File: src/apfbc_pkg.sv
// Constants and carrier types for the amplifier power, fault and boot control block
package apfbc_pkg;
  localparam int unsigned CLK_HZ            = 125000000;
  localparam int unsigned RESET_EXIT_CYCLES = 256;
  localparam int unsigned PD_LIMIT_FRAMES   = 510;
  localparam int unsigned CLK_STOP_NS       = 500;
  localparam int unsigned CLK_STOP_CYCLES   = (CLK_STOP_NS * (CLK_HZ / 1000000)) / 1000;
  localparam int unsigned DIV_BYPASS        = 128;
  localparam int unsigned DIV_PLL           = 32;
  localparam int unsigned BOOT_BYTES        = 371;
  localparam int unsigned BOOT_PAGE0_BYTES  = 256;
  localparam logic [5:0]  EEPROM_ADDR_PAGE0 = 6'h28;
  localparam logic [5:0]  EEPROM_ADDR_PAGE1 = 6'h29;
  localparam logic [7:0]  VOL_MAX           = 8'hff;
  localparam logic [7:0]  VOL_DEFAULT_HIGH  = 8'hf0;
  localparam logic [7:0]  VOL_MUTED         = 8'h00;
  localparam logic [7:0]  VOL_STEP          = 8'h01;
  localparam logic [10:0] RATIO_48K_GROUP   = 11'h400;
  localparam logic [10:0] RATIO_96K_GROUP   = 11'h200;
  localparam logic [10:0] RATIO_192K_GROUP  = 11'h100;
  localparam logic [3:0]  CLOCK_RATIO_RESET = 4'h4;
  localparam logic [8:0]  BOOT_ADDR_RESET   = 9'h000;

  typedef enum logic [1:0] {APFBC_FS_48K, APFBC_FS_96K, APFBC_FS_192K, APFBC_FS_192K_ALT} apfbc_fs_t;

  typedef struct packed {
    logic over_temp;
    logic over_current;
    logic supply_low;
    logic supply_ok;
  } apfbc_sense_t;

  typedef struct packed {
    logic       stages_on;
    logic       clocks_fed;
    logic       bias_on;
    logic       processing_on;
    logic       weak_low;
  } apfbc_power_t;

  typedef struct packed {
    logic       req;
    logic [5:0] dev_addr;
    logic [8:0] byte_index;
  } apfbc_boot_req_t;
endpackage : apfbc_pkg

File: src/apfbc_control.sv
// Top of the amplifier power, fault, boot and input-select control block
//
// Summary of operation
// PLL enable pin low enables PLL with bus ratio; high bypasses it.
// Bypassed PLL uses fixed ratio 1024x, 512x, 256x per sample-rate group.
// Host supplies exact master clock in bypass, else must enable the PLL.
// Carrier clock is master clock divided by 128 bypassed, 32 with PLL.
// Reset clears stored data and restores all defaults.
// Reset state is left on the 256th cycle after reset release.
// Power-down fades volume out, then stops stages, clocks and bias.
// Whole power-down sequence ends within 510 frame clocks.
// Powered down, bus writes are ignored and register contents kept.
// Power-down released mid fade runs fade-in and restores operation.
// Default volume pin high gives +1.675dB, low gives mute.
// Over-temperature disables power stages until the temperature recovers.
// Over-current or over-temperature disables outputs and latches fault low.
// Latched fault clears only by reset, power-down or master mute after cause ends.
// Supply below 2.7V stops stages and processing until above 2.8V.
// Master clock still 500 ns or more flags stop and forces weak low.
// Clock return after stop latches fault until reset, power-down or mute.
// Host drives power-down low before stopping any clock.
// Boot pin high at init loads 371 EEPROM bytes as master, then slave.
// First 256 bytes from device 101000, remaining 115 from 101001.
// Input select low takes serial input a, high takes input b.
// Host mutes over the bus before changing input select.
// Fade-out steps volume down equally once per frame clock.
`timescale 1ns/1ps
module apfbc_control
  import apfbc_pkg::*;
(
  input  wire logic          clk,
  input  wire logic          reset,
  input  wire logic          clk_en,
  input  wire logic          pll_enable_n,
  input  wire logic [3:0]    clock_ratio_field,
  input  wire apfbc_fs_t     fs_group,
  input  wire logic          master_clk_sample,
  input  wire logic          frame_clk_in,
  input  wire logic          power_down_n,
  input  wire logic          default_volume_select,
  input  wire logic          boot_source_select,
  input  wire logic          input_source_select,
  input  wire logic          serial_audio_in_a,
  input  wire logic          serial_audio_in_b,
  input  wire apfbc_sense_t  sense,
  input  wire logic          master_mute,
  input  wire logic          bus_write,
  input  wire logic [7:0]    bus_wdata,
  input  wire logic          boot_byte_valid,
  input  wire logic [7:0]    boot_byte,
  output logic               reset_done,
  output logic               pll_enabled,
  output logic [3:0]         clock_ratio,
  output logic [10:0]        bypass_ratio,
  output logic               carrier_tick,
  output logic [7:0]         volume,
  output logic [7:0]         volume_setting,
  output apfbc_power_t       power,
  output logic               powered_down,
  output logic               fault_o,
  output logic               fault_oe,
  output logic               clock_stopped,
  output apfbc_boot_req_t    boot_req,
  output logic               boot_busy,
  output logic [7:0]         boot_last_byte,
  output logic               bus_slave,
  output logic               serial_audio
);
  typedef enum logic [2:0] {APFBC_RUN, APFBC_FADE_OUT, APFBC_SHUTDOWN, APFBC_DOWN, APFBC_FADE_IN} apfbc_pd_state_t;

  apfbc_pd_state_t pd_state;
  logic [8:0]      exit_count;
  logic            frame_d;
  logic            frame_rise;
  logic [6:0]      still_count;
  logic            mclk_d;
  logic            mclk_edge;
  logic            fault_latched;
  logic            supply_halt;
  logic            thermal_off;
  logic            carrier_raw;
  logic [8:0]      boot_count;
  logic            boot_armed;
  logic            active;

  assign frame_rise = frame_clk_in & ~frame_d;
  assign mclk_edge  = master_clk_sample ^ mclk_d;
  assign active     = reset_done && !supply_halt;

  apfbc_clock_divider u_divider
  (
    .clk          (clk),
    .reset        (reset),
    .clk_en       (clk_en & reset_done),
    .pll_enable   (~pll_enable_n),
    .carrier_tick (carrier_raw)
  );

  // Reset exit counter, release on the 256th cycle
  always_ff @(posedge clk or posedge reset)
  begin
    if (reset)
    begin
      exit_count <= 9'h000;
      reset_done <= 1'b0;
    end
    else if (clk_en && !reset_done)
    begin
      exit_count <= exit_count + 9'h001;
      reset_done <= (exit_count == 9'(RESET_EXIT_CYCLES - 1));
    end
  end

  // Clock configuration
  always_ff @(posedge clk or posedge reset)
  begin
    if (reset)
    begin
      pll_enabled  <= 1'b0;
      clock_ratio  <= CLOCK_RATIO_RESET;
      bypass_ratio <= RATIO_48K_GROUP;
      carrier_tick <= 1'b0;
    end
    else if (clk_en)
    begin
      pll_enabled  <= ~pll_enable_n;
      carrier_tick <= carrier_raw;
      if (!pll_enable_n && pd_state == APFBC_RUN && bus_write)
        clock_ratio <= clock_ratio_field;
      case (fs_group)
        APFBC_FS_48K:  bypass_ratio <= RATIO_48K_GROUP;
        APFBC_FS_96K:  bypass_ratio <= RATIO_96K_GROUP;
        default:       bypass_ratio <= RATIO_192K_GROUP;
      endcase
    end
  end

  // Edge trackers and master clock stop detection
  always_ff @(posedge clk or posedge reset)
  begin
    if (reset)
    begin
      frame_d       <= 1'b0;
      mclk_d        <= 1'b0;
      still_count   <= 7'h00;
      clock_stopped <= 1'b0;
    end
    else if (clk_en)
    begin
      frame_d <= frame_clk_in;
      mclk_d  <= master_clk_sample;
      if (mclk_edge)
      begin
        still_count   <= 7'h00;
        clock_stopped <= 1'b0;
      end
      else if (still_count < 7'(CLK_STOP_CYCLES - 1))
        still_count <= still_count + 7'h01;
      else
        clock_stopped <= 1'b1;
    end
  end

  // Supply hysteresis and thermal flag follow, thresholds held by the analog comparators
  always_ff @(posedge clk or posedge reset)
  begin
    if (reset)
    begin
      supply_halt <= 1'b0;
      thermal_off <= 1'b0;
    end
    else if (clk_en)
    begin
      if (sense.supply_low)
        supply_halt <= 1'b1;
      else if (sense.supply_ok)
        supply_halt <= 1'b0;
      thermal_off <= sense.over_temp;
    end
  end

  // Fault latch; a new cause wins over a power-down or mute clear in the same cycle
  always_ff @(posedge clk or posedge reset)
  begin
    if (reset)
      fault_latched <= 1'b0;
    else if (clk_en)
    begin
      if (sense.over_temp || sense.over_current || (clock_stopped && mclk_edge))
        fault_latched <= 1'b1;
      else if (!power_down_n || master_mute)
        fault_latched <= 1'b0;
    end
  end

  always_ff @(posedge clk or posedge reset)
  begin
    if (reset)
    begin
      fault_o  <= 1'b0;
      fault_oe <= 1'b0;
    end
    else if (clk_en)
    begin
      fault_o  <= 1'b0;
      fault_oe <= fault_latched;
    end
  end

  // Power-down sequencer, one volume step per frame clock
  always_ff @(posedge clk or posedge reset)
  begin
    if (reset)
    begin
      pd_state       <= APFBC_RUN;
      volume_setting <= VOL_MUTED;
      volume         <= VOL_MUTED;
    end
    else if (clk_en)
    begin
      if (!reset_done)
        volume_setting <= default_volume_select ? VOL_DEFAULT_HIGH : VOL_MUTED;
      else if (bus_write && pd_state != APFBC_DOWN)
        volume_setting <= bus_wdata;
      case (pd_state)
        APFBC_RUN:
        begin
          volume <= reset_done ? volume_setting : VOL_MUTED;
          if (reset_done && !power_down_n)
            pd_state <= APFBC_FADE_OUT;
        end
        APFBC_FADE_OUT:
          if (power_down_n)
            pd_state <= APFBC_FADE_IN;
          else if (volume == VOL_MUTED)
            pd_state <= APFBC_SHUTDOWN;
          else if (frame_rise)
            volume <= volume - VOL_STEP;
        APFBC_SHUTDOWN:
          pd_state <= APFBC_DOWN;
        APFBC_DOWN:
          if (power_down_n)
            pd_state <= APFBC_FADE_IN;
        APFBC_FADE_IN:
          if (!power_down_n)
            pd_state <= APFBC_FADE_OUT;
          else if (volume >= volume_setting)
          begin
            volume   <= volume_setting;
            pd_state <= APFBC_RUN;
          end
          else if (frame_rise)
            volume <= volume + VOL_STEP;
        default:
          pd_state <= APFBC_RUN;
      endcase
    end
  end

  // Power outputs follow sequencer and protections
  always_ff @(posedge clk or posedge reset)
  begin
    if (reset)
    begin
      power        <= '0;
      powered_down <= 1'b0;
    end
    else if (clk_en)
    begin
      powered_down        <= (pd_state == APFBC_DOWN);
      power.clocks_fed    <= (pd_state != APFBC_DOWN && pd_state != APFBC_SHUTDOWN);
      power.bias_on       <= (pd_state != APFBC_DOWN);
      power.processing_on <= active && pd_state != APFBC_DOWN;
      power.stages_on     <= active && !thermal_off && !fault_latched && !clock_stopped &&
                             (pd_state == APFBC_RUN || pd_state == APFBC_FADE_OUT ||
                              pd_state == APFBC_FADE_IN);
      power.weak_low      <= clock_stopped;
    end
  end

  // Boot loader request sequencer; byte source strap caught after reset
  always_ff @(posedge clk or posedge reset)
  begin
    if (reset)
    begin
      boot_armed     <= 1'b1;
      boot_busy      <= 1'b0;
      boot_count     <= BOOT_ADDR_RESET;
      boot_req       <= '0;
      boot_last_byte <= 8'h00;
      bus_slave      <= 1'b0;
    end
    else if (clk_en)
    begin
      if (boot_armed && reset_done)
      begin
        boot_armed <= 1'b0;
        boot_busy  <= boot_source_select;
        bus_slave  <= !boot_source_select;
      end
      else if (boot_busy)
      begin
        boot_req.req        <= 1'b1;
        boot_req.byte_index <= boot_count;
        boot_req.dev_addr   <= (boot_count < 9'(BOOT_PAGE0_BYTES)) ?
                               EEPROM_ADDR_PAGE0 : EEPROM_ADDR_PAGE1;
        if (boot_byte_valid)
        begin
          boot_last_byte <= boot_byte;
          boot_count     <= boot_count + 9'h001;
          if (boot_count == 9'(BOOT_BYTES - 1))
          begin
            boot_busy    <= 1'b0;
            boot_req.req <= 1'b0;
            bus_slave    <= 1'b1;
          end
        end
      end
    end
  end

  // Serial input selection
  always_ff @(posedge clk or posedge reset)
  begin
    if (reset)
      serial_audio <= 1'b0;
    else if (clk_en)
      serial_audio <= input_source_select ? serial_audio_in_b : serial_audio_in_a;
  end
endmodule : apfbc_control

File: src/apfbc_clock_divider.sv
// Carrier clock enable generator, divide by 128 bypassed or 32 with PLL
`timescale 1ns/1ps
module apfbc_clock_divider
  import apfbc_pkg::*;
(
  input  wire logic clk,
  input  wire logic reset,
  input  wire logic clk_en,
  input  wire logic pll_enable,
  output logic      carrier_tick
);
  logic [6:0] count;
  logic [6:0] limit;

  assign limit = pll_enable ? 7'(DIV_PLL - 1) : 7'(DIV_BYPASS - 1);

  always_ff @(posedge clk or posedge reset)
  begin
    if (reset)
    begin
      count        <= 7'h00;
      carrier_tick <= 1'b0;
    end
    else if (clk_en)
    begin
      carrier_tick <= (count >= limit);
      count        <= (count >= limit) ? 7'h00 : count + 7'h01;
    end
  end
endmodule : apfbc_clock_divider

File: config.mk
export PLATFORM = sky130hd
export DESIGN_NAME = apfbc_control
export DESIGN_NICKNAME = d
export VERILOG_FILES = /design/src/apfbc_pkg.sv /design/src/apfbc_control.sv /design/src/apfbc_clock_divider.sv
export SDC_FILE = /design/constraint.sdc
export NUM_CORES = 1
export LEC_CHECK = 0
export CAP_MARGIN = 20
export CELL_PAD_IN_SITES_DETAIL_PLACEMENT = 1
export CELL_PAD_IN_SITES_GLOBAL_PLACEMENT = 1
export CORE_UTILIZATION = 49
export DETAILED_ROUTE_END_ITERATION = 7
export DONT_BUFFER_PORTS = 1
export GPL_TIMING_DRIVEN = 0
export MAX_ROUTING_LAYER = met4
export PLACE_DENSITY_LB_ADDON = 0.1
export SLEW_MARGIN = 40
export SYNTH_ARGS = -nofsm -noshare
export SYNTH_HDL_FRONTEND = slang
export SYNTH_SLANG_ARGS = --single-unit
File: constraint.sdc
create_clock -name clk -period 4 [get_ports clk]
set_clock_uncertainty 0.05 [all_clocks]
set_input_delay 0.2 -clock clk [delete_from_list [all_inputs] [get_ports clk]]
set_output_delay 0.2 -clock clk [all_outputs]
set_load 0.01 [all_outputs]
== Word level (Yosys, flattened, before mapping) ==
Index checks and enable logic that the tools add are counted.

* Add/sub/neg operators: 6
* Magnitude comparators: 4
* Equality and inequality tests: 20
* Multiplexer cells: 39
* Bitwise logic cells: 6
* Reduce and logical (&&, ||, !) cells: 49

{| class="wikitable"
|+ Operator list
! cell !! count
|-
| $mux W8 || 10
|-
| $mux W7 || 4
|-
| $pmux W8 S3 || 1
|-
| $pmux W11 S2 || 1
|-
| $add A9 B1 Y9 const B || 2
|-
| $mux W3 || 6
|-
| $mux W1 || 16
|-
| $pmux W3 S5 || 1
|-
| $add A7 B1 Y7 const B || 2
|-
| $logic_and A1 B1 Y1 || 14
|-
| $ne A2 B2 Y1 const B || 7
|-
| $reduce_and A2 Y1 || 7
|-
| $reduce_bool A2 Y1 || 6
|-
| $eq A9 B8 Y1 const B || 1
|-
| $eq A9 B9 Y1 const B || 1
|-
| $lt A9 B9 Y1 const B || 1
|-
| $ne A3 B3 Y1 const B || 3
|-
| $add A8 B1 Y8 const B || 1
|-
| $ge A8 B8 Y1 || 1
|-
| $logic_not A1 Y1 || 8
|-
| $logic_not A8 Y1 || 1
|-
| $reduce_and A4 Y1 || 2
|-
| $sub A8 B1 Y8 const B || 1
|-
| $ge A7 B7 Y1 || 1
|-
| 17 further kinds || 26
|}

* Register bits after elaboration: 111

== Depth between registers and ports, before layout ==
* Word-level depth: 6
* Mapped depth: 10
* Depth with buffers taken out: 8

== Hierarchy ==
Synthesis repeated with hierarchy kept, for this count alone.

* Cells, all modules: 516
* Area, all modules: 5,132.4 µm²

{| class="wikitable"
|+ Modules (own cells, without submodules)
! module !! times used !! cells an instance !! area an instance (µm²) !! sequential area each (µm²)
|-
| apfbc_control || 1 || 468 || 4,652.0 || 2,255.9
|-
| apfbc_clock_divider || 1 || 48 || 480.5 || 200.2
|}

== Worst setup path before layout ==
Ideal clock, no wire load.

* Path type: register to register
* Start: register volume[0]
* End: register volume[3]
* Setup time: 0.153 ns
* Arrival time: 2.296 ns
* Path slack: 1.501 ns
* Stages on the path, launching flop included: 11
* Cells stage by stage: dfrtp_1 > clkbuf_1 > inv_1 > ha_1 > a31oi_1 > nor2b_1 > o311ai_4 > and2_1 > buf_6 > o311ai_0 > o311ai_2

* Cells in the longest elaborated chain, start to end: 5

{| class="wikitable"
|+ RTL lines
! item !! line !! RTL
|-
| from (decl) || apfbc_control.sv:56 || <nowiki>output logic [7:0] volume,</nowiki>
|-
| from (signal assigned) || apfbc_control.sv:228 || <nowiki>volume <= reset_done ? volume_setting : VOL_MUTED;</nowiki>
|-
| from (signal assigned) || apfbc_control.sv:238 || <nowiki>volume <= volume - VOL_STEP;</nowiki>
|-
| from (signal assigned) || apfbc_control.sv:249 || <nowiki>volume <= volume_setting;</nowiki>
|-
| $add A8 B1 Y8 / $sub A8 B1 Y8 (equally long branches) || apfbc_control.sv:253, apfbc_control.sv:238 ||
|-
| $mux W8, on equally long branches || apfbc_control.sv:252, apfbc_control.sv:237 ||
|-
| $mux W8, on equally long branches || apfbc_control.sv:247, apfbc_control.sv:235 ||
|-
| $mux W8, on equally long branches || apfbc_control.sv:245, apfbc_control.sv:233 ||
|-
| $pmux W8 S3 || apfbc_control.sv:225 || <nowiki>case (pd_state)</nowiki>
|}

Parallel ways exist; a longest one is shown, timed or not. The select of a mux whose other input is x is not followed.
A chain may end at the register's enable or synchronous reset.

== Worst setup path after layout ==
* Start: register volume[0]
* End: register volume[1]

The elaborated chain is that of the path after synthesis.

==> metrics.yaml <==
relSlewSlack_pct: 46.4
arrival_ns: 3.28
clk_path_buf_depth: 2
clkLatencyLatePin_ns: 0.39
grt_use_met3_pct: 7.17
cpPeakStageDelay_ns: 0.71
initial_core_util_pct: 51.3
yosysUniqueCellTypes: 59
place_congestion: 0.805
drtPass1Iterations: 5
worst_setup_path_end_kind: "flop"
cp_top_family: "compound AO/OA/AOI/OAI gates"
cts_buffers: 9
ios: 111
grt_util_met2_pct: 47.8
synthFlopType: "dfrtp_1"
worstSetupStartpointType: "flop"
core-area_um2: 9910
max-vdd-ir-drop_mv: 0.488
period_share_pct: 76.5
drive_gt1_share_pct: 14.5
tritoncts: "done"
syn-instance-count: 489
grt_pass1_vias: 4293
diodes: 0
path_buf_inv: 2
cp.required_ns: 4.22
route.detailed.drc: 0
rsz0062_at_grt: "no"
vias: 3979
crit_path_cell_trace: "clkbuf_1 > inv_1 > ha_1 > a31oi_1 > nor2b_1 > o311ai_4 > a31oi_1 > o21ai_0 > a2bb2oi_1"
rows: 36
clock-sinks: 98
worstPathMaxFanout: 9
first_iter_violations: 182
crit_top_cell: "a31oi_1"
path_clk_slew_ns: 0.10
dieArea_um2: 10800
nNetsFinal: 606
ys_warn_count: 0
maxCapViolations: 0
place_hpwl_um: 9240
tightest_slew_ns: 0.800
hp-class: "input pin to flop"
power_leakage_nw: 2.74
overflow: 0
async_flop_share_pct: 100
reg2reg_slack_ns: 0.94
antenna_found_initial: 0
tns_ns: 0
wl_per_cell_um: 20.8
ys_seq_area_share_pct: 48.4
vias_per_cell: 5.82
hold_violations: 0
fin_crit_ns: 3.06
placed_cells: 634
routed_wl_um: 14300
synth_edf_count: 0
numPortBuffers: 0
busiest_layer: "met2"
setup_viol: 0
die_h_um: 104
outcome: "complete, no violations"
max_freq_mhz: 327
die_w_um: 104
grt_pass1_wl_um: 23100
clock-root-buffer: "clkbuf_8"
synth_area_um2: 5080
cp_slowest_cell: "a31oi_1"
finalNonFillerCells: 684
use_met1_pct: 34.4
grt_max_degree: 75
path_class: "flop to flop"
yosys_register_bits: 98
antenna_left: 0
synth.avg_cell_area_um2: 10.4
areaGrowthSynthToFinish_pct: 15.5
track_usage_pct: 28.6
htreeDepth: 3
final-max-slew-violation-count: 0
p_per_area_nw_per_um2: 495
-- report_power, final --
group	internal (mW)	switching, mW	leakage, nW
clock network	0.311	0.371	0.0982
registers	1.14	0.193	1.27
logic	0.364	0.529	1.37
-- through the flow --
stage          hold WS (ns)  total power, mW  setup slack, ns  util (%)  instance area, um^2
6_report             0.0495             2.90            0.941      59.2                 5860
5_1_grt              0.0574             3.07            0.757      59.2                 5860
4_1_cts              0.0381             2.89            0.996      59.2                 5860
3_5_place_dp        -0.0467             2.18             1.02      53.8                 5330
3_3_place_gp          0.204             2.13            0.147      53.3                 5290
2_1_floorplan         0.202             1.96             1.19         -                 5120
-- cells by family after synthesis --
logic type | share of synthesized area [%]
simple gates | 12.8
compound gates | 15.3
flops | 48.4
buf+inv | 6.11
xor+xnor | 4.14
fa+ha+maj | 4.68
other cells | 0.0738
mux | 8.48
-- cells in the mapped netlist (8+ instances only) --
cell,n,area [um^2]
a21oi_1,34,170
a31oi_1,8,50.1
and3_1,9,56.3
buf_4,14,105
clkbuf_1,16,60.1
dfrtp_1,95,2380
ha_1,19,238
inv_1,24,90.1
mux2_2,32,360
nand2_1,36,135
nand3_1,19,95.1
nand4_1,9,56.3
nor2_1,36,135
o21ai_0,19,95.1
xnor2_1,17,149
-- state kept, by name (all words and copies together), names as in the netlist, 4 cells and up --
register / cells
exit_count: 9
volume: 8
clock_ratio: 4
still_count: 7
volume_setting: 8
u_divider.count: 7
power: 5
boot_req: 11
boot_last_byte: 8
boot_count: 9
-- layer usage --
layer,up-vias,wire [um]
li1,1836,-
met1,1983,6000
met5,-,0
met4,0,206
met3,19,817
met2,141,7230
-- layout make-up --
| type | count | area, um^2 |
|---|---|---|
| Multi-Input combinational cell | 340 | 2360 |
| Inverter | 25 | 106 |
| Fill cell | 1077 | 4050 |
| Tap cell | 133 | 166 |
| Sequential cell | 98 | 2460 |
| Buffer | 37 | 211 |
| Clock inverter | 3 | 47.5 |
| Clock buffer | 13 | 149 |
| Timing Repair Buffer | 35 | 368 |
-- path summary, 6_finish.rpt --
kind                                           startpoint                         end  cells after the start
worst max-delay path                volume[0]$_DFFE_PP0P_       volume[1]$_DFFE_PP0P_                      9
worst max register to register      volume[0]$_DFFE_PP0P_       volume[1]$_DFFE_PP0P_                      9
worst min register to register  exit_count[6]$_DFFE_PP0P_   exit_count[6]$_DFFE_PP0P_                      1
worst min-delay path                         pll_enable_n     pll_enabled$_DFFE_PP0P_                      2
max in group asynchronous                           reset  clock_ratio[2]$_DFFE_PP1P_                      3
min in group asynchronous                           reset   boot_count[0]$_DFFE_PP0P_                      2
-- cell usage in the layout (no fill, tap or decap), types with 7 or more instances in the layout --
cell type      instances
dfrtp_1               95
nand2_1               36
nor2_1                36
a21oi_1               34
dlygate4sd3_1         34
mux2_2                32
inv_1                 23
clkbuf_1              19
o21ai_0               19
nand3_1               19
ha_1                  19
xnor2_1               17
buf_4                 14
conb_1                12
clkbuf_8              10
and3_1                 9
nand4_1                9
a31oi_1                8
nor3_1                 7
mux2i_1                7
xor2_1                 7
-- what timing repair did --
| action | in CTS | in global routing |
|---|---|---|
| setup buffers | 0 | 0 |
| gates resized for setup | 0 | 0 |
| hold buffers | 34 | 0 |
| endpoints found under the hold margin | 126 | 0 |
No activity file was read; power rests on OpenSTA's default activity.
